File: src/verilog/port_cfg_consts.svh
// register offsets, page code, reset values and pin presence masks for the port block
`ifndef PORT_CFG_CONSTS_SVH
`define PORT_CFG_CONSTS_SVH

// -----------------------------------------------------------------------
// register offsets
// -----------------------------------------------------------------------
`define PORT_TWO_DATA_ADDR 8'hA0
`define PORT_TWO_DRIVE_MODE_ADDR 8'hA6
`define PORT_ONE_SKIP_MASK_ADDR 8'hD5
`define PORT_TWO_INPUT_MODE_ADDR 8'hF3

// -----------------------------------------------------------------------
// register page holding the configuration registers
// -----------------------------------------------------------------------
`define CONFIG_PAGE 8'h0F

// -----------------------------------------------------------------------
// reset values
// -----------------------------------------------------------------------
`define PORT_TWO_DATA_RST 8'hFF
`define PORT_TWO_DRIVE_MODE_RST 8'h00
`define PORT_ONE_SKIP_MASK_RST 8'h00
`define PORT_TWO_INPUT_MODE_RST 8'hFF
`define PIN_SYNC_RST 8'hFF
`define PAD_RELEASED_RST 8'hFF
`define PAD_OFF_RST 8'h00
`define READ_DATA_RST 8'h00

// -----------------------------------------------------------------------
// pin presence per package option
// -----------------------------------------------------------------------
`define PINS_LARGE_MASK 8'hFF
`define PINS_SMALL_MASK 8'h03

`endif

File: src/verilog/port_cfg_pkg.sv
// types shared by the port configuration block
package port_cfg_pkg;

    // -------------------------------------------------------------------
    // register access port: byte access and single-bit access
    // -------------------------------------------------------------------
    typedef struct packed {
        logic [7:0] addr;     // register address
        logic [7:0] page;     // currently selected register page
        logic wr;             // byte write strobe
        logic rd;             // byte read strobe
        logic [7:0] wdata;    // byte write data
        logic bit_wr;         // single-bit write to the data register
        logic [2:0] bit_idx;  // bit position for the single-bit write
        logic bit_val;        // value for the single-bit write
    } sfr_req_type;

    // -------------------------------------------------------------------
    // per-pin pad controls towards the board
    // -------------------------------------------------------------------
    typedef struct packed {
        logic [7:0] out;        // level driven when enabled
        logic [7:0] oe_n;       // low while the pad drives
        logic [7:0] pullup_en;  // weak pull-up enable
        logic [7:0] rx_en;      // digital input receiver enable
    } pad_ctrl_type;

endpackage

File: src/verilog/port_pin_config_skip.sv
// port-2 pin configuration and data logic plus the port-1 crossbar skip mask
`timescale 1ns/1ps
`include "port_cfg_consts.svh"

module port_pin_config_skip
    import port_cfg_pkg::*;
#(
    parameter bit LARGE_PACKAGE = 1'b1,  // 1: all eight port-2 pins bonded out
    parameter int PORT_WIDTH = 8         // pins per port
) (
    input wire logic clk_i,
    input wire logic resetn_i,
    input wire sfr_req_type sfr_req_i,
    output logic [7:0] sfr_rdata_o,
    output logic sfr_rvalid_o,
    input wire logic [7:0] pin_in_i,
    output pad_ctrl_type pad_ctrl_o,
    output logic [7:0] xbar_skip_o
);

    // -------------------------------------------------------------------
    // elaboration checks
    // -------------------------------------------------------------------
    // the register map is byte wide; another width has no meaning here
    if (PORT_WIDTH != 8) begin : g_width_check
        $error("port_pin_config_skip: PORT_WIDTH must be 8");
    end

    // -------------------------------------------------------------------
    // declarations
    // -------------------------------------------------------------------
    // pins that physically exist on the chosen package
    localparam logic [7:0] PRESENT_MASK = LARGE_PACKAGE ? `PINS_LARGE_MASK : `PINS_SMALL_MASK;

    logic [7:0] port_two_data_ff;        // output latch
    logic [7:0] port_two_drive_mode_ff;  // push-pull when one
    logic [7:0] port_one_skip_mask_ff;   // crossbar skip mask
    logic [7:0] port_two_input_mode_ff;  // digital when one
    logic [7:0] sync1_ff;                // first synchroniser stage
    logic [7:0] sync2_ff;                // second stage
    logic [7:0] sync3_ff;                // third stage
    logic [7:0] pin_level_ff;            // agreed pin level
    logic [7:0] rdata_ff;                // read data register
    logic rvalid_ff;                     // read answer flag
    pad_ctrl_type pad_ctrl_ff;           // registered pad controls
    pad_ctrl_type nxt_pad_ctrl;          // next pad controls
    logic [7:0] nxt_rdata;               // read mux output
    logic rd_hit;                        // read of a mapped register
    logic cfg_page;                      // configuration page selected
    logic [7:0] digital;                 // pins in digital mode and present
    logic [7:0] push_pull;               // pins actively driving both levels

    // -------------------------------------------------------------------
    // page and decode
    // -------------------------------------------------------------------
    // configuration registers only answer on one page
    assign cfg_page = (sfr_req_i.page == `CONFIG_PAGE);

    // effective pin modes; drive mode is masked out for analog pins
    assign digital = port_two_input_mode_ff & PRESENT_MASK;
    assign push_pull = port_two_drive_mode_ff & digital;

    // -------------------------------------------------------------------
    // output latch
    // -------------------------------------------------------------------
    // data register decodes on every page and takes single-bit writes too
    always_ff @(posedge clk_i or negedge resetn_i) begin
        if (!resetn_i) begin
            port_two_data_ff <= `PORT_TWO_DATA_RST;
        end else if (sfr_req_i.wr && sfr_req_i.addr == `PORT_TWO_DATA_ADDR) begin
            // byte write loads every latch bit
            port_two_data_ff <= sfr_req_i.wdata;
        end else if (sfr_req_i.bit_wr) begin
            // bit write touches one latch bit only
            port_two_data_ff[sfr_req_i.bit_idx] <= sfr_req_i.bit_val;
        end
    end

    // -------------------------------------------------------------------
    // drive mode register
    // -------------------------------------------------------------------
    always_ff @(posedge clk_i or negedge resetn_i) begin
        if (!resetn_i) begin
            port_two_drive_mode_ff <= `PORT_TWO_DRIVE_MODE_RST;
        end else if (sfr_req_i.wr && cfg_page
                     && sfr_req_i.addr == `PORT_TWO_DRIVE_MODE_ADDR) begin
            port_two_drive_mode_ff <= sfr_req_i.wdata;
        end
    end

    // -------------------------------------------------------------------
    // crossbar skip mask
    // -------------------------------------------------------------------
    // the crossbar reads this mask straight; one hides the pin from it
    always_ff @(posedge clk_i or negedge resetn_i) begin
        if (!resetn_i) begin
            port_one_skip_mask_ff <= `PORT_ONE_SKIP_MASK_RST;
        end else if (sfr_req_i.wr && cfg_page
                     && sfr_req_i.addr == `PORT_ONE_SKIP_MASK_ADDR) begin
            port_one_skip_mask_ff <= sfr_req_i.wdata;
        end
    end

    assign xbar_skip_o = port_one_skip_mask_ff;

    // -------------------------------------------------------------------
    // input mode register
    // -------------------------------------------------------------------
    always_ff @(posedge clk_i or negedge resetn_i) begin
        if (!resetn_i) begin
            port_two_input_mode_ff <= `PORT_TWO_INPUT_MODE_RST;
        end else if (sfr_req_i.wr && cfg_page
                     && sfr_req_i.addr == `PORT_TWO_INPUT_MODE_ADDR) begin
            port_two_input_mode_ff <= sfr_req_i.wdata;
        end
    end

    // -------------------------------------------------------------------
    // pin input synchroniser
    // -------------------------------------------------------------------
    // three stages; the level moves only when stages two and three agree,
    // which filters a single-cycle glitch at the cost of one cycle latency
    always_ff @(posedge clk_i or negedge resetn_i) begin
        if (!resetn_i) begin
            sync1_ff <= `PIN_SYNC_RST;
            sync2_ff <= `PIN_SYNC_RST;
            sync3_ff <= `PIN_SYNC_RST;
        end else begin
            sync1_ff <= pin_in_i;
            sync2_ff <= sync1_ff;
            sync3_ff <= sync2_ff;
        end
    end

    // per-bit agreement between stages two and three
    always_ff @(posedge clk_i or negedge resetn_i) begin
        if (!resetn_i) begin
            pin_level_ff <= `PIN_SYNC_RST;
        end else begin
            for (int i = 0; i < PORT_WIDTH; i++) begin
                if (sync2_ff[i] == sync3_ff[i]) begin
                    pin_level_ff[i] <= sync3_ff[i];
                end
            end
        end
    end

    // -------------------------------------------------------------------
    // read path
    // -------------------------------------------------------------------
    // data read returns pin levels, analog or absent pins read low
    always_comb begin
        nxt_rdata = 8'h00;
        rd_hit = 1'b0;
        case (sfr_req_i.addr)
            `PORT_TWO_DATA_ADDR: begin
                nxt_rdata = pin_level_ff & digital;
                rd_hit = 1'b1;
            end
            `PORT_TWO_DRIVE_MODE_ADDR: begin
                nxt_rdata = cfg_page ? port_two_drive_mode_ff : 8'h00;
                rd_hit = cfg_page;
            end
            `PORT_ONE_SKIP_MASK_ADDR: begin
                nxt_rdata = cfg_page ? port_one_skip_mask_ff : 8'h00;
                rd_hit = cfg_page;
            end
            `PORT_TWO_INPUT_MODE_ADDR: begin
                nxt_rdata = cfg_page ? port_two_input_mode_ff : 8'h00;
                rd_hit = cfg_page;
            end
            default: begin
                // other addresses belong to other blocks; stay silent
                nxt_rdata = 8'h00;
                rd_hit = 1'b0;
            end
        endcase
    end

    // read answer one cycle after the strobe
    always_ff @(posedge clk_i or negedge resetn_i) begin
        if (!resetn_i) begin
            rdata_ff <= `READ_DATA_RST;
            rvalid_ff <= 1'b0;
        end else begin
            rdata_ff <= (sfr_req_i.rd && rd_hit) ? nxt_rdata : 8'h00;
            rvalid_ff <= sfr_req_i.rd && rd_hit;
        end
    end

    assign sfr_rdata_o = rdata_ff;
    assign sfr_rvalid_o = rvalid_ff;

    // -------------------------------------------------------------------
    // pad control
    // -------------------------------------------------------------------
    // push-pull drives both levels; open-drain drives low only;
    // analog and absent pins are fully released
    always_comb begin
        nxt_pad_ctrl.out = port_two_data_ff & digital;
        nxt_pad_ctrl.oe_n = ~(push_pull | (digital & ~port_two_data_ff));
        nxt_pad_ctrl.pullup_en = digital;
        nxt_pad_ctrl.rx_en = digital;
    end

    // registered so the pads never see decode glitches
    always_ff @(posedge clk_i or negedge resetn_i) begin
        if (!resetn_i) begin
            pad_ctrl_ff.out <= `PAD_OFF_RST;
            pad_ctrl_ff.oe_n <= `PAD_RELEASED_RST;
            pad_ctrl_ff.pullup_en <= `PAD_OFF_RST;
            pad_ctrl_ff.rx_en <= `PAD_OFF_RST;
        end else begin
            pad_ctrl_ff <= nxt_pad_ctrl;
        end
    end

    assign pad_ctrl_o = pad_ctrl_ff;

    // -------------------------------------------------------------------
    // assertions
    // -------------------------------------------------------------------
    // skip write on the configuration page lands next cycle
    AST_SKIP_WRITE: assert property (@(posedge clk_i) disable iff (!resetn_i)
        (sfr_req_i.wr && sfr_req_i.page == `CONFIG_PAGE
         && sfr_req_i.addr == `PORT_ONE_SKIP_MASK_ADDR)
        |=> (xbar_skip_o == $past(sfr_req_i.wdata)))
        else $error("skip mask did not take the write");

    // configuration writes on another page leave registers untouched
    AST_WRONG_PAGE: assert property (@(posedge clk_i) disable iff (!resetn_i)
        (sfr_req_i.wr && sfr_req_i.page != `CONFIG_PAGE
         && (sfr_req_i.addr == `PORT_ONE_SKIP_MASK_ADDR
             || sfr_req_i.addr == `PORT_TWO_INPUT_MODE_ADDR
             || sfr_req_i.addr == `PORT_TWO_DRIVE_MODE_ADDR))
        |=> ($stable(port_one_skip_mask_ff) && $stable(port_two_input_mode_ff)
             && $stable(port_two_drive_mode_ff)))
        else $error("configuration register changed off its page");

    // data byte write works on any page
    AST_DATA_WRITE: assert property (@(posedge clk_i) disable iff (!resetn_i)
        (sfr_req_i.wr && sfr_req_i.addr == `PORT_TWO_DATA_ADDR)
        |=> (port_two_data_ff == $past(sfr_req_i.wdata)))
        else $error("output latch missed a byte write");

    // single-bit write sets the addressed bit to its value
    AST_BIT_WRITE: assert property (@(posedge clk_i) disable iff (!resetn_i)
        (sfr_req_i.bit_wr && !(sfr_req_i.wr && sfr_req_i.addr == `PORT_TWO_DATA_ADDR))
        |=> (port_two_data_ff[$past(sfr_req_i.bit_idx)] == $past(sfr_req_i.bit_val)))
        else $error("bit write did not reach the latch");

    // data read answers with pin levels of digital pins
    AST_DATA_READ: assert property (@(posedge clk_i) disable iff (!resetn_i)
        (sfr_req_i.rd && sfr_req_i.addr == `PORT_TWO_DATA_ADDR)
        |=> (sfr_rvalid_o && sfr_rdata_o == $past(pin_level_ff & digital)))
        else $error("data read did not return pin levels");

    // drive mode write on the configuration page lands next cycle
    AST_DRIVE_WRITE: assert property (@(posedge clk_i) disable iff (!resetn_i)
        (sfr_req_i.wr && sfr_req_i.page == `CONFIG_PAGE
         && sfr_req_i.addr == `PORT_TWO_DRIVE_MODE_ADDR)
        |=> (port_two_drive_mode_ff == $past(sfr_req_i.wdata)))
        else $error("drive mode register did not take the write");

    // input mode reads off the configuration page stay unanswered
    AST_READ_REFUSED: assert property (@(posedge clk_i) disable iff (!resetn_i)
        (sfr_req_i.rd && sfr_req_i.page != `CONFIG_PAGE
         && sfr_req_i.addr == `PORT_TWO_INPUT_MODE_ADDR)
        |=> !sfr_rvalid_o)
        else $error("configuration register answered off its page");

    // analog pins are released with pull-up and receiver off
    AST_ANALOG_OFF: assert property (@(posedge clk_i) disable iff (!resetn_i)
        ##1 (((pad_ctrl_o.oe_n & ~$past(port_two_input_mode_ff)) == ~$past(port_two_input_mode_ff))
             && ((pad_ctrl_o.pullup_en | pad_ctrl_o.rx_en)
                 & ~$past(port_two_input_mode_ff)) == 8'h00))
        else $error("analog pin still driven or pulled up");

    // push-pull digital pins drive the latch value
    AST_PUSH_PULL: assert property (@(posedge clk_i) disable iff (!resetn_i)
        ##1 (((pad_ctrl_o.oe_n & $past(push_pull)) == 8'h00)
             && ((pad_ctrl_o.out & $past(push_pull))
                 == ($past(port_two_data_ff) & $past(push_pull)))))
        else $error("push-pull pin not driving the latch");

    // open-drain pin with latch high is released
    AST_OPEN_DRAIN: assert property (@(posedge clk_i) disable iff (!resetn_i)
        ##1 ((pad_ctrl_o.oe_n & $past(digital & ~port_two_drive_mode_ff & port_two_data_ff))
             == $past(digital & ~port_two_drive_mode_ff & port_two_data_ff)))
        else $error("open-drain pin drove a high level");

    // absent pins never drive
    AST_ABSENT_PINS: assert property (@(posedge clk_i) disable iff (!resetn_i)
        (pad_ctrl_o.oe_n | PRESENT_MASK) == 8'hFF)
        else $error("absent pin is being driven");

endmodule

File: config.mk
export PLATFORM = sky130hd
export DESIGN_NAME = port_pin_config_skip
export DESIGN_NICKNAME = d
export VERILOG_FILES = /design/src/verilog/port_cfg_pkg.sv /design/src/verilog/port_pin_config_skip.sv
export VERILOG_INCLUDE_DIRS = /design/src /design/src/verilog
export SDC_FILE = /design/constraint.sdc
export NUM_CORES = 1
export LEC_CHECK = 0
export BUFFER_PORTS_ARGS = -buffer_cell sky130_fd_sc_hd__buf_2
export CORE_MARGIN = 8
export CORE_UTILIZATION = 40
export DETAILED_ROUTE_END_ITERATION = 7
export GPL_TIMING_DRIVEN = 1
export PLACE_DENSITY = 0.74
export SLEW_MARGIN = 20
export SYNTH_ARGS = -nofsm -noshare
export SYNTH_HDL_FRONTEND = slang
export SYNTH_SLANG_ARGS = --single-unit
File: constraint.sdc
create_clock -name clk_i -period 0.9 [get_ports clk_i]
set_input_delay 0.225 -clock clk_i [delete_from_list [all_inputs] [get_ports clk_i]]
set_output_delay 0.225 -clock clk_i [all_outputs]
set_load 0.005 [all_outputs]
Yosys cells after proc, flatten, opt, wreduce, memory -nomap -nowiden
Cells that the tools add are included.

Logic and storage cells: 62. Bits of input ports: 41. Register bits: 97. Output and inout bits: 49.

Equal/unequal tests: 13. Bitwise logic cells: 7. Reductions and logical operators: 9. Muxes and demuxes: 11. Magnitude comparators: 2.

Operators with widths (count): two-way mux 8 bit (6); AND 8 bit (4); == test 8 bit, second input constant (4); one-hot mux 8 bit (4 select lines) (1); inverter 8 bit (2); bitwise mux 8 bit (1); == test 1 bit (8); == test 8 x 4 -> 1 bit, second input constant (1); OR 8 bit (1); logical AND 1 bit (7); less-than comparator 3 x 4 -> 1 bit, second input constant (1); demux 1 bit (select 3 bit) (1); >= comparator 3 x 1 -> 1 bit, second input constant (1); OR reduction 3 bit (1); one-hot mux 1 bit (2 select lines) (1); nonzero test 2 bit (1); two-way mux 1 bit (1).

Longest topological paths before layout
Word-level depth: 7. Gate-level depth with buffers: 6. Gate-level depth less buffers: 5.

Worst setup path before layout
OpenSTA, ideal clock, no wires.

Path kind: in2reg. Start point: input sfr_req_i[26] (netlist name). End point: register port_two_drive_mode_ff[0]. Setup slack: -939 ps. Path buffers: 1. Stages: 5. Arrival time: 1714 ps. Cells stage by stage: or4b_4 > nor3_4 > and3_1 > buf_6 > mux2_2.

Cells in the longest elaborated chain, start to end: 2.

RTL lines: start: declaration (line port_pin_config_skip.sv:13) `input wire sfr_req_type sfr_req_i,`; == test 8 bit; logical AND 1 bit (no source line); end signal: assignment (line port_pin_config_skip.sv:84) `` port_two_drive_mode_ff <= `PORT_TWO_DRIVE_MODE_RST; ``; end signal: assignment (line port_pin_config_skip.sv:87) `port_two_drive_mode_ff <= sfr_req_i.wdata;`; end: declaration (line port_pin_config_skip.sv:36) `logic [7:0] port_two_drive_mode_ff;`.

Every way passes these cells. A chain may end at the register's enable or synchronous reset.

Final worst setup path
Start point: input sfr_req_i[29] (netlist name). End point: register port_two_drive_mode_ff[3].

Same word-level chain as after synthesis.

==> run summary <==
Hold Path Depth - 3
Max Root-Sink Buffers - 2
RSZ-0062 raised after global routing - true
Min cycle time layout - 1.466 ns
Setup TNS - -29.17 ns
Vias per Instance - 5.004
Die width - 112.4 um
Remaining DRCs - 0
Final Hold Fails - 0
Fin util - 58.39%
Die Ht - 112.4 um
Predominant post-synthesis flop cell - dfstp_2
Initial antenna violation count - 0
Sequential element share of the synthesized area - 67.23%
TritonCTS clock tree - built
Final setup fails - 90
Mapped Area - 3715 um^2
Cells after DPL - 487
Drt pass-1 iters - 4
Register-to-Register Path Depth - 4
Net Sw Power - 2069 uW
Gate power share - 8.3%
Switching portion of total power - 25.44%
Final wirelength - 9351 um
Hold WC Path Type - input pin to flop
Leak Pwr - 0.002517 uW
Dpl cell area - 4611 um^2
H-tree levels - 3
Max-slew violations - 0
Total track usage - 15.18%
Antenna cells - 0
Worst skew pair latency - 0.36 ns
Crit. End Element - flop
Fin worst setup slack - -0.5659 ns
Flops & latches, synth - 97
Critical Path AT - 1.72 ns
Post-route insts no fill - 529
Fill count - 727
Vias - 2647
Worst-Margin Slew - 0.2906 ns
Antenna Nets Post-Route - 0
Area growth, synth to finish - 43.18%
Synth warnings - 0
Maxcap violations - 0
Layout cells sized above 1 - 66.51%
Rows - 35
Setup Crit Path Kind - input pin to flop
GP Congestion - 0.8339
Power Internal - 6063 uW
Clock transition at path regs - 0.10 ns
Max frequency - 0.6822 GHz
Relative slew slack - 80.42%
Status - finished, violations left
Port buffer count - 89
Failing checks - setup timing
DPL Wire Length - 6504 um
Yosys cell types - 37
First-pass GRT wire length - 14970 um
Max rail drop VDD - 1.094 mV
Routed len/inst - 17.68 um
Cells after Synth - 270
Seq pwr share - 58.7%
Worst Clk Skew - 0.01169 ns
CTS Root Cell - clkbuf_8
Core ar. - 9109 um^2
Inserted Clock Buffers - 9
Crit path required time - 1.15 ns
PD cells - 1529 nW/um^2
Number of DRC markers in iteration 0 - 169
Syn Nets - 311
Total Power - 8131 uW
Nets - 454
Largest net degree at the start of global routing - 29
Total clock sinks - 97
DIE AREA - 12630 um^2
Post-synth ARST share - 100.0%
Cell area after layout - 5319 um^2
Vias in the first global route - 2938
Initial Util - 40.78%
Clk pwr share - 33.0%
Period utilization - 162.9%
Startpoint type of the worst setup path - input pin
Post-synth EDFFs - 0
Total global routing overflow - 0
Worst-path maximum fanout - 4
Syn avg cell area - 13.76 um^2
Total I/O pin count - 90
metal layers:
| layer | wire length, um | global-route usage (%) |
|---|---|---|
| met4 | 227 | 6.565 |
| met3 | 547 | 4.777 |
| met5 | 0 | 0 |
| met2 | 4698 | 25.53 |
| met1 | 3877 | 17.46 |
cells by family (layout without fill, tap and decap cells):
kind of cell               after synthesis  in the layout  synth area share (%)
muxes                                   30             30                 8.892
buffers and inverters                   24            170                 3.570
adders and majority gates                8              8                 2.156
AOI/OAI and AO/OA                       45             46                 7.343
DFF                                     97             97                 67.23
and+or+nand+nor                         66             67                 10.81
sequential cells by signal (all words and copies together), names as in the netlist:
| signal | flops |
|---|---|
| sfr_rdata_o | 8 |
| digital | 8 |
| sync1_ff | 8 |
| sfr_rvalid_o | 1 |
| pin_level_ff | 8 |
| sync3_ff | 8 |
| port_two_drive_mode_ff | 8 |
| pad_ctrl_o | 24 |
| sync2_ff | 8 |
| port_two_data_ff | 8 |
| xbar_skip_o | 8 |
stage by stage:
step                hold slack [ns]  setup slack [ns]
global placement             0.1071           -0.9589
finish                       0.1209           -0.5659
detailed placement           0.1125           -0.9896
global route                 0.1026           -0.5712
CTS                          0.1207           -0.5450
floorplan                  -0.07059           -0.9393
worst max-delay path: stages:
cell	delay, ns
buf_6	0.09
or4b_4	0.54
nor3_4	0.22
and3_4	0.23
buf_6	0.12
mux2_4	0.29
power groups by stage:
stage,Combinational (uW),Clock [uW],Sequential [uW]
2_1_floorplan,240,0,4800
3_3_place_gp,563,0,4830
3_5_place_dp,589,0,4850
4_1_cts,665,2770,4780
5_1_grt,742,2950,4800
6_report,678,2680,4770
final timing paths:
path	start	to	slack, ns
max	sfr_req_i[29]	port_two_drive_mode_ff[3]	-0.57
min	sfr_req_i[9]	port_two_data_ff[4]	0.12
max reg2reg	xbar_skip_o[1]	sfr_rdata_o[1]	-0.18
min reg2reg	sync1_ff[7]	sync2_ff[7]	0.36
max in group asynchronous	resetn_i	pad_ctrl_o[19]	0.14
min in group asynchronous	resetn_i	pad_ctrl_o[6]	0.26
synth_stat cells, types with 2 or more instances:
cell	instances	area, um^2
nand2_1	10	37.54
dfstp_2	56	1471
o21ai_0	16	80.08
nor2_1	13	48.80
maj3_1	8	80.08
dfrtp_1	41	1026
nor4b_1	2	17.52
inv_1	9	33.78
and2_1	9	56.30
buf_4	8	60.06
mux2_2	24	270.3
mux2i_1	6	60.06
a21oi_1	18	90.09
and3_1	10	62.56
a22o_2	8	80.08
nor3_1	2	10.01
buf_2	4	20.02
nand4_1	3	18.77
nor3b_1	5	37.54
cells in the final DEF, fill, tap and decap left out, types with 7 or more instances in the layout:
| cell | count |
|---|---|
| and3_1 | 8 |
| dfstp_2 | 56 |
| o21ai_0 | 16 |
| nor2_4 | 7 |
| dlygate4sd3_1 | 9 |
| a21oi_2 | 12 |
| inv_1 | 9 |
| and2_1 | 8 |
| nand2_1 | 10 |
| buf_4 | 32 |
| clkbuf_8 | 9 |
| a22o_2 | 8 |
| mux2_2 | 7 |
| buf_2 | 75 |
| maj3_1 | 8 |
| buf_6 | 22 |
| dfrtp_1 | 41 |
| mux2_4 | 17 |
repair_timing:
action / CTS / global route
endpoints found under the hold margin: 54 / 0
endpoints found under the setup margin: 90 / 90
hold buffers: 9 / 0
pin swaps: 17 / 11
cloned: 3 / 0
setup buffers: 14 / 1
gates resized for setup: 39 / 24
layout make-up:
type                       instances  area (um^2)  share of cell area, %
clock inverter                     7        58.81                  1.106
sequential                        97         2497                  46.95
tap                              111        138.9                  2.611
multi-input combinational        151         1378                  25.90
inverter                           9        33.78                 0.6351
clock buffer                       9        123.9                  2.329
timing repair buffer             145         1089                  20.47
(Power assumes the default switching activity.)
